--- src/design/iar_params.svh ---
// Timing counts, register offsets and field positions for the integrating converter readout.
`ifndef IAR_PARAMS_SVH
`define IAR_PARAMS_SVH
`define IAR_CLOCK_MHZ          125
`define IAR_INT_CLK_MHZ        5
`define IAR_INTEGRATION_TOGGLE_LATENCY_US    276
`define IAR_INTEGRATION_TOGGLE_LATENCY_CYC   (`IAR_INTEGRATION_TOGGLE_LATENCY_US * `IAR_CLOCK_MHZ)
`define IAR_INTEGRATION_TOGGLE_TICKS         (`IAR_INTEGRATION_TOGGLE_LATENCY_US * `IAR_INT_CLK_MHZ)
`define IAR_CLKDIV_RATIO       4
`define IAR_SHIFT_HALF_CYC     4
`define IAR_INT_HALF_RESET     24'hF424
`define IAR_CHANS_RESET        10'h080
`define IAR_HEADROOM_NUM       4
`define IAR_HEADROOM_DEN       1000
`define IAR_WIDTH_WIDE         20
`define IAR_WIDTH_NARROW       16
`define IAR_CFG_CLKDIV         13
`define IAR_CFG_RANGE_HI       10
`define IAR_CFG_RANGE_LO       9
`define IAR_CFG_FORMAT         8
`define IAR_CFG_VERSION        7
`define IAR_REG_CTRL           8'h00
`define IAR_REG_INT_HALF       8'h04
`define IAR_REG_CHANS          8'h08
`define IAR_REG_STATUS         8'h0C
`define IAR_REG_IRQ_EN         8'h10
`define IAR_REG_IRQ_CLR        8'h14
`define IAR_CTRL_RUN           0
`define IAR_CTRL_FORMAT        1
`define IAR_CTRL_RANGE_LO      2
`define IAR_CTRL_RANGE_HI      3
`define IAR_CTRL_VERSION       4
`define IAR_CTRL_CLKDIV        5
`define IAR_CTRL_FIXED_WAIT    6
`define IAR_CTRL_EARLY_READ    7
`define IAR_EV_DONE            0
`define IAR_EV_READOUT         1
`define IAR_EV_OVERRUN         2
`endif

--- src/design/iar_pkg.sv ---
// Types shared by both ends of the integrating converter readout.
package iar_pkg;
  typedef enum logic [2:0]
  {
    IAR_IDLE  = 3'b001,
    IAR_WAIT  = 3'b010,
    IAR_SHIFT = 3'b100
  } iar_state_e;
  typedef logic [15:0] iar_cfg_t;
  typedef logic [2:0]  iar_events_t;
endpackage

--- src/design/iar_link_if.sv ---
// Pins between the converter and its controller.
`timescale 1ns/10ps
interface iar_link_if;
  import iar_pkg::*;
  logic     integration_toggle;
  logic     shift_clock;
  iar_cfg_t cfg_word;
  logic     conversion_done_n;
  logic     data_out;
  logic     chain_in;
  modport dev (input integration_toggle, input shift_clock, input cfg_word, input chain_in,
               output conversion_done_n, output data_out);
  modport ctrl (output integration_toggle, output shift_clock, output cfg_word,
                input conversion_done_n, input data_out);
endinterface

--- src/design/iar_ctrl.sv ---
// Controller end: configuration word, integration timing and serial readout of chained converters.
//
// Chosen here: strobed register access and the register addresses.
`timescale 1ns/10ps
`include "iar_params.svh"
module iar_ctrl
  import iar_pkg::*;
#(
  parameter int LAT_CYC    = `IAR_INTEGRATION_TOGGLE_LATENCY_CYC,
  parameter int SHIFT_HALF = `IAR_SHIFT_HALF_CYC
)
(
  // Clock and reset.
  input  wire logic        clock_i,
  input  wire logic        rst_b_i,
  // Link to the converter chain.
  iar_link_if.ctrl         link,
  // Register port.
  input  wire logic [7:0]  reg_addr_i,
  input  wire logic [31:0] reg_wdata_i,
  input  wire logic        reg_wr_i,
  input  wire logic        reg_rd_i,
  output logic [31:0]      reg_rdata_o,
  // Result stream and interrupt.
  output logic [19:0]      word_o,
  output logic             word_valid_o,
  output logic             irq_o
);
  import iar_pkg::*;

  iar_state_e   state_reg;
  iar_state_e   state_next;
  logic [7:0]   ctrl_reg;
  logic [23:0]  half_reg;
  logic [9:0]   chans_reg;
  iar_events_t  status_reg;
  iar_events_t  irq_en_reg;
  iar_events_t  ev_set;
  logic [31:0]  rdata_reg;
  logic [23:0]  int_cnt_reg;
  logic         tog_reg;
  logic [31:0]  lat_cnt_reg;
  logic         lat_run_reg;
  logic         done_prev_reg;
  logic [7:0]   phase_reg;
  logic         sc_reg;
  logic [14:0]  bit_cnt_reg;
  logic [4:0]   wbit_reg;
  logic [19:0]  wsr_reg;
  logic [19:0]  word_reg;
  logic         wvalid_reg;
  logic         int_edge;
  logic         done_fall;
  logic         lat_hit;
  logic         ready;
  logic         phase_end;
  logic         shift_end;
  logic [4:0]   width;
  logic [14:0]  total;
  logic         run;
  logic         early;

  // Word width chosen by the format bit.
  function automatic logic [4:0] iar_width(input logic wide);
    iar_width = wide ? 5'(`IAR_WIDTH_WIDE) : 5'(`IAR_WIDTH_NARROW);
  endfunction

  function automatic logic [14:0] iar_total(input logic [9:0] chans, input logic wide);
    iar_total = 15'(chans * iar_width(wide));
  endfunction

  assign run    = ctrl_reg[`IAR_CTRL_RUN];
  assign early  = ctrl_reg[`IAR_CTRL_EARLY_READ];
  assign width  = iar_width(ctrl_reg[`IAR_CTRL_FORMAT]);
  assign total  = iar_total(chans_reg, ctrl_reg[`IAR_CTRL_FORMAT]);
  assign int_edge  = run && (int_cnt_reg >= half_reg - 24'h000001);
  assign done_fall = done_prev_reg && !link.conversion_done_n;
  assign lat_hit   = lat_run_reg && (lat_cnt_reg == 32'(LAT_CYC - 1));
  assign ready     = ctrl_reg[`IAR_CTRL_FIXED_WAIT] ? lat_hit : done_fall;
  assign phase_end = (phase_reg == 8'(SHIFT_HALF - 1));
  assign shift_end = (state_reg == IAR_SHIFT) && phase_end && sc_reg && (bit_cnt_reg == total);

  // Configuration word; range, version and divide come straight from the control register.
  always_comb
  begin
    link.cfg_word = 16'h0000;
    link.cfg_word[`IAR_CFG_RANGE_HI] = ctrl_reg[`IAR_CTRL_RANGE_HI];
    link.cfg_word[`IAR_CFG_RANGE_LO] = ctrl_reg[`IAR_CTRL_RANGE_LO];
    link.cfg_word[`IAR_CFG_FORMAT]   = ctrl_reg[`IAR_CTRL_FORMAT];
    link.cfg_word[`IAR_CFG_VERSION]  = ctrl_reg[`IAR_CTRL_VERSION];
    link.cfg_word[`IAR_CFG_CLKDIV]   = ctrl_reg[`IAR_CTRL_CLKDIV];
  end

  assign link.integration_toggle = tog_reg;
  assign link.shift_clock        = sc_reg;
  assign reg_rdata_o  = rdata_reg;
  assign word_o       = word_reg;
  assign word_valid_o = wvalid_reg;
  assign irq_o        = |(status_reg & irq_en_reg);

  // Software-written registers.
  always_ff @(posedge clock_i or negedge rst_b_i)
  begin
    if (!rst_b_i)
    begin
      ctrl_reg   <= 8'h00;
      half_reg   <= `IAR_INT_HALF_RESET;
      chans_reg  <= `IAR_CHANS_RESET;
      irq_en_reg <= 3'h0;
    end
    else if (reg_wr_i)
    begin
      case (reg_addr_i)
        `IAR_REG_CTRL:     ctrl_reg   <= reg_wdata_i[7:0];
        `IAR_REG_INT_HALF: half_reg   <= reg_wdata_i[23:0];
        `IAR_REG_CHANS:    chans_reg  <= reg_wdata_i[9:0];
        `IAR_REG_IRQ_EN:   irq_en_reg <= reg_wdata_i[2:0];
        default:           ;
      endcase
    end
  end

  // Sticky events; a new event in the clearing cycle survives.
  always_ff @(posedge clock_i or negedge rst_b_i)
  begin
    if (!rst_b_i)
      status_reg <= 3'h0;
    else if (reg_wr_i && (reg_addr_i == `IAR_REG_IRQ_CLR))
      status_reg <= (status_reg & ~reg_wdata_i[2:0]) | ev_set;
    else
      status_reg <= status_reg | ev_set;
  end

  // Read data stand one cycle after the strobe; unmapped offsets read zero.
  always_ff @(posedge clock_i or negedge rst_b_i)
  begin
    if (!rst_b_i)
      rdata_reg <= 32'h00000000;
    else if (reg_rd_i)
    begin
      case (reg_addr_i)
        `IAR_REG_CTRL:     rdata_reg <= {24'h000000, ctrl_reg};
        `IAR_REG_INT_HALF: rdata_reg <= {8'h00, half_reg};
        `IAR_REG_CHANS:    rdata_reg <= {22'h000000, chans_reg};
        `IAR_REG_STATUS:   rdata_reg <= {21'h000000, state_reg, 5'h00, status_reg};
        `IAR_REG_IRQ_EN:   rdata_reg <= {29'h00000000, irq_en_reg};
        default:           rdata_reg <= 32'h00000000;
      endcase
    end
    else
      rdata_reg <= 32'h00000000;
  end

  always_ff @(posedge clock_i or negedge rst_b_i)
  begin
    if (!rst_b_i)
    begin
      int_cnt_reg <= 24'h000000;
      tog_reg     <= 1'b0;
    end
    else if (!run)
      int_cnt_reg <= 24'h000000;
    else if (int_edge)
    begin
      int_cnt_reg <= 24'h000000;
      tog_reg     <= !tog_reg;
    end
    else
      int_cnt_reg <= int_cnt_reg + 24'h000001;
  end

  always_ff @(posedge clock_i or negedge rst_b_i)
  begin
    if (!rst_b_i)
    begin
      lat_cnt_reg   <= 32'h00000000;
      lat_run_reg   <= 1'b0;
      done_prev_reg <= 1'b1;
    end
    else
    begin
      done_prev_reg <= link.conversion_done_n;
      if (int_edge)
      begin
        lat_cnt_reg <= 32'h00000000;
        lat_run_reg <= 1'b1;
      end
      else if (lat_hit)
        lat_run_reg <= 1'b0;
      else if (lat_run_reg)
        lat_cnt_reg <= lat_cnt_reg + 32'h00000001;
    end
  end

  // Sequencer: wait for results unless early read is set, then shift them out.
  always_comb
  begin
    state_next = state_reg;
    ev_set     = 3'h0;
    ev_set[`IAR_EV_DONE]    = ready;
    ev_set[`IAR_EV_READOUT] = shift_end;
    case (state_reg)
      IAR_IDLE:
        if (int_edge)
          state_next = early ? IAR_SHIFT : IAR_WAIT;
      IAR_WAIT:
        if (int_edge)
          ev_set[`IAR_EV_OVERRUN] = 1'b1;
        else if (ready)
          state_next = IAR_SHIFT;
      IAR_SHIFT:
        if (int_edge && !early)
        begin
          ev_set[`IAR_EV_OVERRUN] = 1'b1;
          state_next = IAR_WAIT;
        end
        else if (shift_end)
          state_next = IAR_IDLE;
      default:
        state_next = IAR_IDLE;
    endcase
    if (!run)
      state_next = IAR_IDLE;
  end

  // State register.
  always_ff @(posedge clock_i or negedge rst_b_i)
  begin
    if (!rst_b_i)
      state_reg <= IAR_IDLE;
    else
      state_reg <= state_next;
  end

  // Shift clock: sample the return line just before each rising edge, since the chain moves on it.
  always_ff @(posedge clock_i or negedge rst_b_i)
  begin
    if (!rst_b_i)
    begin
      phase_reg   <= 8'h00;
      sc_reg      <= 1'b0;
      bit_cnt_reg <= 15'h0000;
      wbit_reg    <= 5'h00;
      wsr_reg     <= 20'h00000;
      word_reg    <= 20'h00000;
      wvalid_reg  <= 1'b0;
    end
    else
    begin
      wvalid_reg <= 1'b0;
      if (state_reg != IAR_SHIFT || state_next != IAR_SHIFT)
      begin
        phase_reg   <= 8'h00;
        sc_reg      <= 1'b0;
        bit_cnt_reg <= 15'h0000;
        wbit_reg    <= 5'h00;
      end
      else if (!phase_end)
        phase_reg <= phase_reg + 8'h01;
      else
      begin
        phase_reg <= 8'h00;
        if (sc_reg)
          sc_reg <= 1'b0;
        else if (bit_cnt_reg != total)
        begin
          sc_reg      <= 1'b1;
          bit_cnt_reg <= bit_cnt_reg + 15'h0001;
          wsr_reg     <= {wsr_reg[18:0], link.data_out};
          if (wbit_reg == width - 5'h01)
          begin
            wbit_reg   <= 5'h00;
            word_reg   <= {wsr_reg[18:0], link.data_out} & ((20'h00001 << width) - 20'h00001);
            wvalid_reg <= 1'b1;
          end
          else
            wbit_reg <= wbit_reg + 5'h01;
        end
      end
    end
  end
endmodule

--- src/flat_wrapper.sv ---
// flat-port wrapper written by rule: the top's interface ports become plain ports
module iar_ctrl_flat import iar_pkg::*;
#(
  parameter int LAT_CYC    = `IAR_INTEGRATION_TOGGLE_LATENCY_CYC,
  parameter int SHIFT_HALF = `IAR_SHIFT_HALF_CYC
)
  (clock_i, rst_b_i, reg_addr_i, reg_wdata_i, reg_wr_i, reg_rd_i, reg_rdata_o, word_o, word_valid_o, irq_o, link_integration_toggle, link_shift_clock, link_cfg_word, link_conversion_done_n, link_data_out);
  iar_link_if link_i ();
  input  wire logic clock_i;
  input  wire logic rst_b_i;
  input  wire logic [7:0] reg_addr_i;
  input  wire logic [31:0] reg_wdata_i;
  input  wire logic reg_wr_i;
  input  wire logic reg_rd_i;
  output logic [31:0] reg_rdata_o;
  output logic [19:0] word_o;
  output logic word_valid_o;
  output logic irq_o;
  output wire logic [$bits(link_i.integration_toggle)-1:0] link_integration_toggle;
  output wire logic [$bits(link_i.shift_clock)-1:0] link_shift_clock;
  output wire logic [$bits(link_i.cfg_word)-1:0] link_cfg_word;
  input wire logic [$bits(link_i.conversion_done_n)-1:0] link_conversion_done_n;
  input wire logic [$bits(link_i.data_out)-1:0] link_data_out;
  assign link_integration_toggle = link_i.integration_toggle;
  assign link_shift_clock = link_i.shift_clock;
  assign link_cfg_word = link_i.cfg_word;
  assign link_i.conversion_done_n = link_conversion_done_n;
  assign link_i.data_out = link_data_out;
  iar_ctrl #(.LAT_CYC(LAT_CYC), .SHIFT_HALF(SHIFT_HALF)) u_core (.clock_i(clock_i), .rst_b_i(rst_b_i), .link(link_i), .reg_addr_i(reg_addr_i), .reg_wdata_i(reg_wdata_i), .reg_wr_i(reg_wr_i), .reg_rd_i(reg_rd_i), .reg_rdata_o(reg_rdata_o), .word_o(word_o), .word_valid_o(word_valid_o), .irq_o(irq_o));
endmodule
--- config.mk ---
export PLATFORM = sky130hd
export DESIGN_NAME = iar_ctrl_flat
export DESIGN_NICKNAME = d
export VERILOG_FILES = /design/src/design/iar_pkg.sv /design/src/design/iar_link_if.sv /design/src/design/iar_ctrl.sv /design/src/flat_wrapper.sv
export VERILOG_INCLUDE_DIRS = /design/src /design/src/design
export SDC_FILE = /design/constraint.sdc
export NUM_CORES = 1
export LEC_CHECK = 0
export ABC_AREA = 1
export ABC_CLOCK_PERIOD_IN_PS = 5300
export BUFFER_PORTS_ARGS = -buffer_cell sky130_fd_sc_hd__buf_2
export CAP_MARGIN = 5
export CORE_MARGIN = 1
export CORE_UTILIZATION = 57
export CTS_CLUSTER_DIAMETER = 30
export DETAILED_ROUTE_END_ITERATION = 7
export GPL_ROUTABILITY_DRIVEN = 0
export PLACE_DENSITY = 0.78
export SLEW_MARGIN = 20
export SYNTH_ARGS = -nofsm -noshare
export SYNTH_HDL_FRONTEND = slang
export SYNTH_SLANG_ARGS = --single-unit
--- constraint.sdc ---
create_clock -name clock_i -period 5.3 [get_ports clock_i]
set_input_delay 0 -clock clock_i [delete_from_list [all_inputs] [get_ports clock_i]]
set_output_delay 0 -clock clock_i [all_outputs]
set_load 0.05 [all_outputs]
### After elaboration in Yosys (flattened, before gate mapping)

Cells that the tools add are included.

* add/subtract/negate cells: 8
* $mul: 1
* magnitude comparators: 1
* eq/ne operators: 17
* shifts and indexed selects: 1
* multiplexer cells: 43
* bitwise gates (word level): 8
* reduce and logical (&&, ||, !) cells: 27

Operators by type and width (count)
* $pmux 24 s5: 1
* $mux 32: 3
* $mux 24: 3
* $mux 15: 4
* $add 32x1->32 const B: 1
* $eq 32x16->1 const B: 1
* $mux 3: 9
* $mux 5: 5
* $add 24x1->24 const B: 1
* $ge 24x24->1: 1
* $sub 24x1->24 const B: 1
* $and 20x20->20: 1
* $shl 1x5->20 const A: 1
* $sub 20x1->20 const B: 1
* $eq 8x4->1 const B: 2
* $eq 8x5->1 const B: 2
* $mux 8: 2
* $add 15x1->15 const B: 1
* $eq 15x15->1: 1
* $mul 10x5->15: 1
* $ne 15x15->1: 1
* $mux 1: 14
* $reduce_and 2->1: 6
* $pmux 3 s3: 1
* other kinds (26): 42

* bits in registers: 203
* input bits: 46
* output and inout bits: 72
* logic and storage cells: 125

### Logic depth before layout (Yosys ltp)

* depth after elaboration: 12
* mapped depth: 29
* gate-level depth less buffers: 28

### Worst setup path after synthesis

OpenSTA, ideal clock, no wires.

* path type: register to register
* start point: reg u_core.ctrl_reg[1]
* end point: reg u_core.wbit_reg[2]
* setup time: 117 ps
* arrival time: 3556 ps
* required time: 5183 ps
* setup slack: 1628 ps
* stages on the path, launching flop included: 25
* buffers on the path: 4
* period minus slack after synthesis: 3672 ps
* cells stage by stage: dfrtp_1 buf_4 clkbuf_1 nand2_1 inv_1 ha_1 ha_1 ha_1 ha_1 fa_1 inv_1 nand2_1 nand2_1 nor2_1 nand3b_1 nor2_1 nand3_1 nor2_2 nand4_2 nand3_2 nor2_2 buf_6 buf_6 nand2_1 nand2_1

* cells in the longest elaborated chain, start to end: 12
* elaborated cells between the ends (all ways): 22
* classes of those cells: add/sub (1); mul (1); eq/ne (5); mux (10); reduce/logical (5)

RTL lines
* from (decl): line iar_ctrl.sv:33 `logic [7:0] ctrl_reg;`
* from (signal assigned): line iar_ctrl.sv:114 `` `IAR_REG_CTRL: ctrl_reg <= reg_wdata_i[7:0]; ``
* $mux 3 (*): line iar_ctrl.sv:65 `` iar_width = wide ? 5'(`IAR_WIDTH_WIDE) : 5'(`IAR_WIDTH_NARROW); ``
* $mul 10x5->15: line iar_ctrl.sv:69 `iar_total = 15'(chans * iar_width(wide));`
* $eq 15x15->1: line iar_ctrl.sv:81 `assign shift_end = (state_reg == IAR_SHIFT) && phase_end && sc_reg && (bit_cnt_reg == total);`
* $logic_and 1x1->1: line iar_ctrl.sv:81
* $mux 3: line iar_ctrl.sv:217 `else if (shift_end)`
* $mux 3: line iar_ctrl.sv:212 `if (int_edge && !early)`
* $pmux 3 s3: line iar_ctrl.sv:202 `case (state_reg)`
* $mux 3: line iar_ctrl.sv:222 `if (!run)`
* $ne 3x3->1: line iar_ctrl.sv:251 `if (state_reg != IAR_SHIFT || state_next != IAR_SHIFT)`
* $logic_or 1x1->1: line iar_ctrl.sv:251
* $ne 2x2->1 (no source line) or $reduce_bool 2->1 (tied branches)
* $reduce_and 3->1 (no source line)
* to (signal assigned): line iar_ctrl.sv:277 `wbit_reg <= wbit_reg + 5'h01;`
* to (decl): line iar_ctrl.sv:48 `logic [4:0] wbit_reg;`

Every way passes the cells marked *; elsewhere a longest branch is shown, timed or not. The select of a mux whose other input is x is not followed.
A chain may end at the register's enable or synchronous reset.

### Worst setup path after layout

* start point: reg u_core.half_reg[0]
* end point: reg u_core.wsr_reg[17]

* cells in the longest elaborated chain, start to end: 11
* elaborated cells between the ends (all ways): 13
* classes of those cells: add/sub (1); order compare (1); eq/ne (1); mux (5); bitwise (1); reduce/logical (4)

RTL lines
* from (decl): line iar_ctrl.sv:34 `logic [23:0] half_reg;`
* from (signal assigned): line iar_ctrl.sv:107 `` half_reg <= `IAR_INT_HALF_RESET; ``
* from (signal assigned): line iar_ctrl.sv:115 `` `IAR_REG_INT_HALF: half_reg <= reg_wdata_i[23:0]; ``
* $sub 24x1->24 (*): line iar_ctrl.sv:76 `assign int_edge = run && (int_cnt_reg >= half_reg - 24'h000001);`
* $ge 24x24->1 (*): line iar_ctrl.sv:76
* $logic_and 1x1->1 (*): line iar_ctrl.sv:76
* $logic_and 1x1->1: line iar_ctrl.sv:212
* $mux 3: line iar_ctrl.sv:212
* $pmux 3 s3 (*): line iar_ctrl.sv:202
* $mux 3 (*): line iar_ctrl.sv:222
* $ne 3x3->1 (*): line iar_ctrl.sv:251
* $logic_or 1x1->1 (*): line iar_ctrl.sv:251
* $not 1->1 (no source line) (*)
* $reduce_and 4->1 (no source line) (*)
* to (signal assigned): line iar_ctrl.sv:269 `wsr_reg <= {wsr_reg[18:0], link.data_out};`
* to (decl): line iar_ctrl.sv:49 `logic [19:0] wsr_reg;`

Every way passes the cells marked *; elsewhere a longest branch is shown, timed or not.

==> impl_metrics.env <==
export IMPL_post_cts_buffers=0
export IMPL_path_class="flip-flop to flip-flop"
export IMPL_synth_top_area_share_pct=40.95
export IMPL_grt_overflow_total=0
export IMPL_routed_wl_microns=28580
export IMPL_syn_inst=1489
export IMPL_r2r_cells=27
export IMPL_critPathTopFamily="simple AND/OR/NAND/NOR gates"
export IMPL_cts_tree="yes"
export IMPL_syn_area_sq_um=11790
export IMPL_drtPass1Iterations=5
export IMPL_core_area_sq_um=20230
export IMPL_cts_sinks=203
export IMPL_multi_input_area_sq_um=5715
export IMPL_hold_depth=7
export IMPL_synth_top_cells_by_area="dfrtp_1 (41%), nand2_1 (12%), ha_1 (6.6%)"
export IMPL_synth_commonest_cells="nand2_1 (387), dfrtp_1 (193), inv_1 (174), nor2_1 (171)"
export IMPL_yosysMostFrequentCell="nand2_1"
export IMPL_p_per_area_nw_per_um2=342.1
export IMPL_r2r_start="u_core.half_reg[0]"
export IMPL_rows=52
export IMPL_fin_util_pct=70.42
export IMPL_grt_pass1_wl_microns=48580
export IMPL_avgSynthCellArea_sq_um=7.921
export IMPL_combPwrFrac_pct=7.9
export IMPL_crit_cells=27
export IMPL_pwr_share_seq_pct=32.8
export IMPL_post_dp_hpwl_microns=19560
export IMPL_yosysSeqAreaShare_pct=43.18
export IMPL_diodes=0
export IMPL_async_flop_share_pct=100.0
export IMPL_antenna_found_initial=0
export IMPL_cp_end_kind="flip-flop"
export IMPL_cts_root_buf="clkbuf_16"
export IMPL_fmax_ghz=0.2135
export IMPL_ys_seq_elements=203
export IMPL_swShare_pct=24.26
export IMPL_finalSetupViolations=0
export IMPL_cp_slowest_cell="inv_1"
export IMPL_startpoint_type="flip-flop"
export IMPL_grt_max_degree=104
export IMPL_max_stage_delay_ns=0.49
export IMPL_drv_slew=0
export IMPL_grt_pass1_vias=10273
export IMPL_path_clk_slew_ns=0.05
export IMPL_vias=10370
export IMPL_worstPathArrival_ns=5.15
export IMPL_drt_iter0_markers=700
export IMPL_power_leakage_nw=7.252
export IMPL_tightest_slew_ns=0.8792
export IMPL_fin_crit_ns=4.684
export IMPL_die_area_sq_um=21270
export IMPL_min_period_over_period_pct=88.38
export IMPL_viasPerCell=5.381
export IMPL_ant_nets=0
export IMPL_rsz0062_at_grt="false"
export IMPL_maxSlewHeadroom_pct=41.04
export IMPL_start_util_pct=58.29
export IMPL_r2r_end="u_core.wsr_reg[17]"
export IMPL_switchingPower_w=0.001183
export IMPL_fillers=1544
export IMPL_ir_drop_uv=272.7
export IMPL_min_to="u_core.status_reg[1]"
export IMPL_cts_resized=0
export IMPL_hold_path_startpoint="reg_addr_i[6]"
export IMPL_portBuffers=90
export IMPL_fin_tns_setup_ns=0
export IMPL_intPower_w=0.003693
export IMPL_status="completed"
export IMPL_reg2reg_slack_ns=0.62
export IMPL_route_detailed_drc=0
export IMPL_dpl_cell_area_sq_um=12340
export IMPL_hold_buffers=32
export IMPL_synth_edf_count=0
export IMPL_syn2layout_area_growth_pct=20.83
export IMPL_post_route_cell_area_sq_um=14250
export IMPL_wl_per_cell_microns=14.83
export IMPL_cp_num_buf_inv=5
export IMPL_cap_violations=0
export IMPL_io_pins=118
export IMPL_ys_flop_type="dfrtp_1"
export IMPL_p_clk_share_pct=59.3
export IMPL_clock_latency_ns=0.53
export IMPL_numCtsBuffers=44
export IMPL_die_width_microns=145.8
export IMPL_hold_viol=0
export IMPL_nNetsFinal=1733
export IMPL_regArea_sq_um=5092
export IMPL_skew_ns=0.01505
export IMPL_hp_class="primary input to flip-flop"
export IMPL_clk_path_buf_depth=3
export IMPL_cp_max_fo=21
export IMPL_final_layout_size_suffix_gt1_share_pct=13.76
export IMPL_grt_use_total_pct=27.99
export IMPL_required_ns=5.76
export IMPL_netlist_top_cell_by_area="dfrtp_1"
export IMPL_htree_levels=2
export IMPL_ys_types=49
export IMPL_largest_reg_flops=32
export IMPL_die_h_microns=145.8
export IMPL_yosysWarningCount=0
export IMPL_cpMostUsedCell="nand2_1"
-- placed cells by master (no fill, tap or decap), drive strengths merged, types with 2 or more instances in the layout --
cell type / Yosys / layout
nand2: 390 / 390
dfrtp: 193 / 193
inv: 176 / 180
nor2: 178 / 178
buf: 45 / 98
nor3: 83 / 83
o21ai: 78 / 78
ha: 62 / 62
nand3: 62 / 62
xor2: 54 / 54
clkbuf: 15 / 54
nand4: 41 / 41
dlygate4sd3: 0 / 32
xnor2: 20 / 20
conb: 1 / 19
a21oi: 18 / 18
nor4: 15 / 15
mux2: 14 / 14
clkinv: 1 / 13
dfstp: 10 / 10
bufinv: 0 / 7
nand3b: 4 / 4
o31ai: 3 / 3
o211ai: 3 / 3
clkinvlp: 0 / 3
or2: 3 / 3
a21o: 2 / 2
nor3b: 2 / 2
o221ai: 2 / 2
o2bb2ai: 2 / 2
a221oi: 2 / 2
a31oi: 2 / 2
-- stage by stage --
| stage | std cells | setup slack, ns | hold slack (ns) | power [W] |
|---|---|---|---|---|
| floorplan | 1507 | 1.628 | -0.2956 | 0.001885 |
| global placement | 1816 | 0.8405 | 0.1475 | 0.001971 |
| detailed placement | 1816 | 0.7226 | 0.1500 | 0.001983 |
| CTS | 1927 | 0.6648 | 0.004968 | 0.004914 |
| global route | 1927 | 0.08708 | 0.03700 | 0.005047 |
| finish | 1927 | 0.6161 | 0.03095 | 0.004875 |
-- power groups by stage --
stage                     sequential (W)  clock [W]  combinational (W)
after floorplan                  0.00162          0           0.000270
after global placement           0.00162          0           0.000350
after detailed placement         0.00162          0           0.000361
after CTS                        0.00160    0.00293           0.000386
after global routing             0.00160    0.00301           0.000435
final                            0.00160    0.00289           0.000385
-- final cells by class --
type                    instances  area share, %
clock buffers                  53          8.535
well taps                     270          2.371
flip-flops and latches        203          35.74
clock inverters                26          2.643
repair buffers                131          5.944
multi-input cells            1067          40.11
inverters                     177          4.662
-- cells by family (layout without fill, tap and decap cells) --
kind of cell / after synthesis / count (layout) / share of synthesized area (%)
and+or+nand+nor: 779 / 779 / 28.71
xor gates and xnor gates: 74 / 74 / 5.495
adders and majority gates: 63 / 63 / 6.747
AOI/OAI and AO/OA: 118 / 118 / 5.570
DFF: 203 / 203 / 43.18
muxes: 14 / 14 / 1.337
other: 1 / 19 / 0.03180
buffers and inverters: 237 / 387 / 8.933
-- worst max-delay path by stage --
stage | startpoint | end | slack, ns
floorplan | u_core.ctrl_reg[1] | u_core.wbit_reg[2] | 1.63
CTS | u_core.half_reg[0] | u_core.wsr_reg[4] | 0.66
global placement | u_core.half_reg[0] | u_core.word_valid_o | 0.84
global route | u_core.half_reg[0] | u_core.wsr_reg[4] | 0.09
finish | u_core.half_reg[0] | u_core.wsr_reg[17] | 0.62
detailed placement | u_core.half_reg[0] | u_core.wsr_reg[4] | 0.72
-- tightest hold or removal path: cells and delay by family --
family                 cells  cell delay [ns]
and+or+nand+nor            5             0.36
buffers and inverters      1             0.07
AOI/OAI and AO/OA          1             0.09
-- per-layer routing --
layer | GRT usage, % | vias up | wire length [microns]
met1 | 35.93 | 4880 | 12130
li1 | - | 5048 | -
met5 | 0 | - | 0
met4 | 11.32 | 0 | 951
met3 | 4.514 | 87 | 1742
met2 | 47.30 | 355 | 13760
Note: power is estimated with default switching activity, not from simulation.
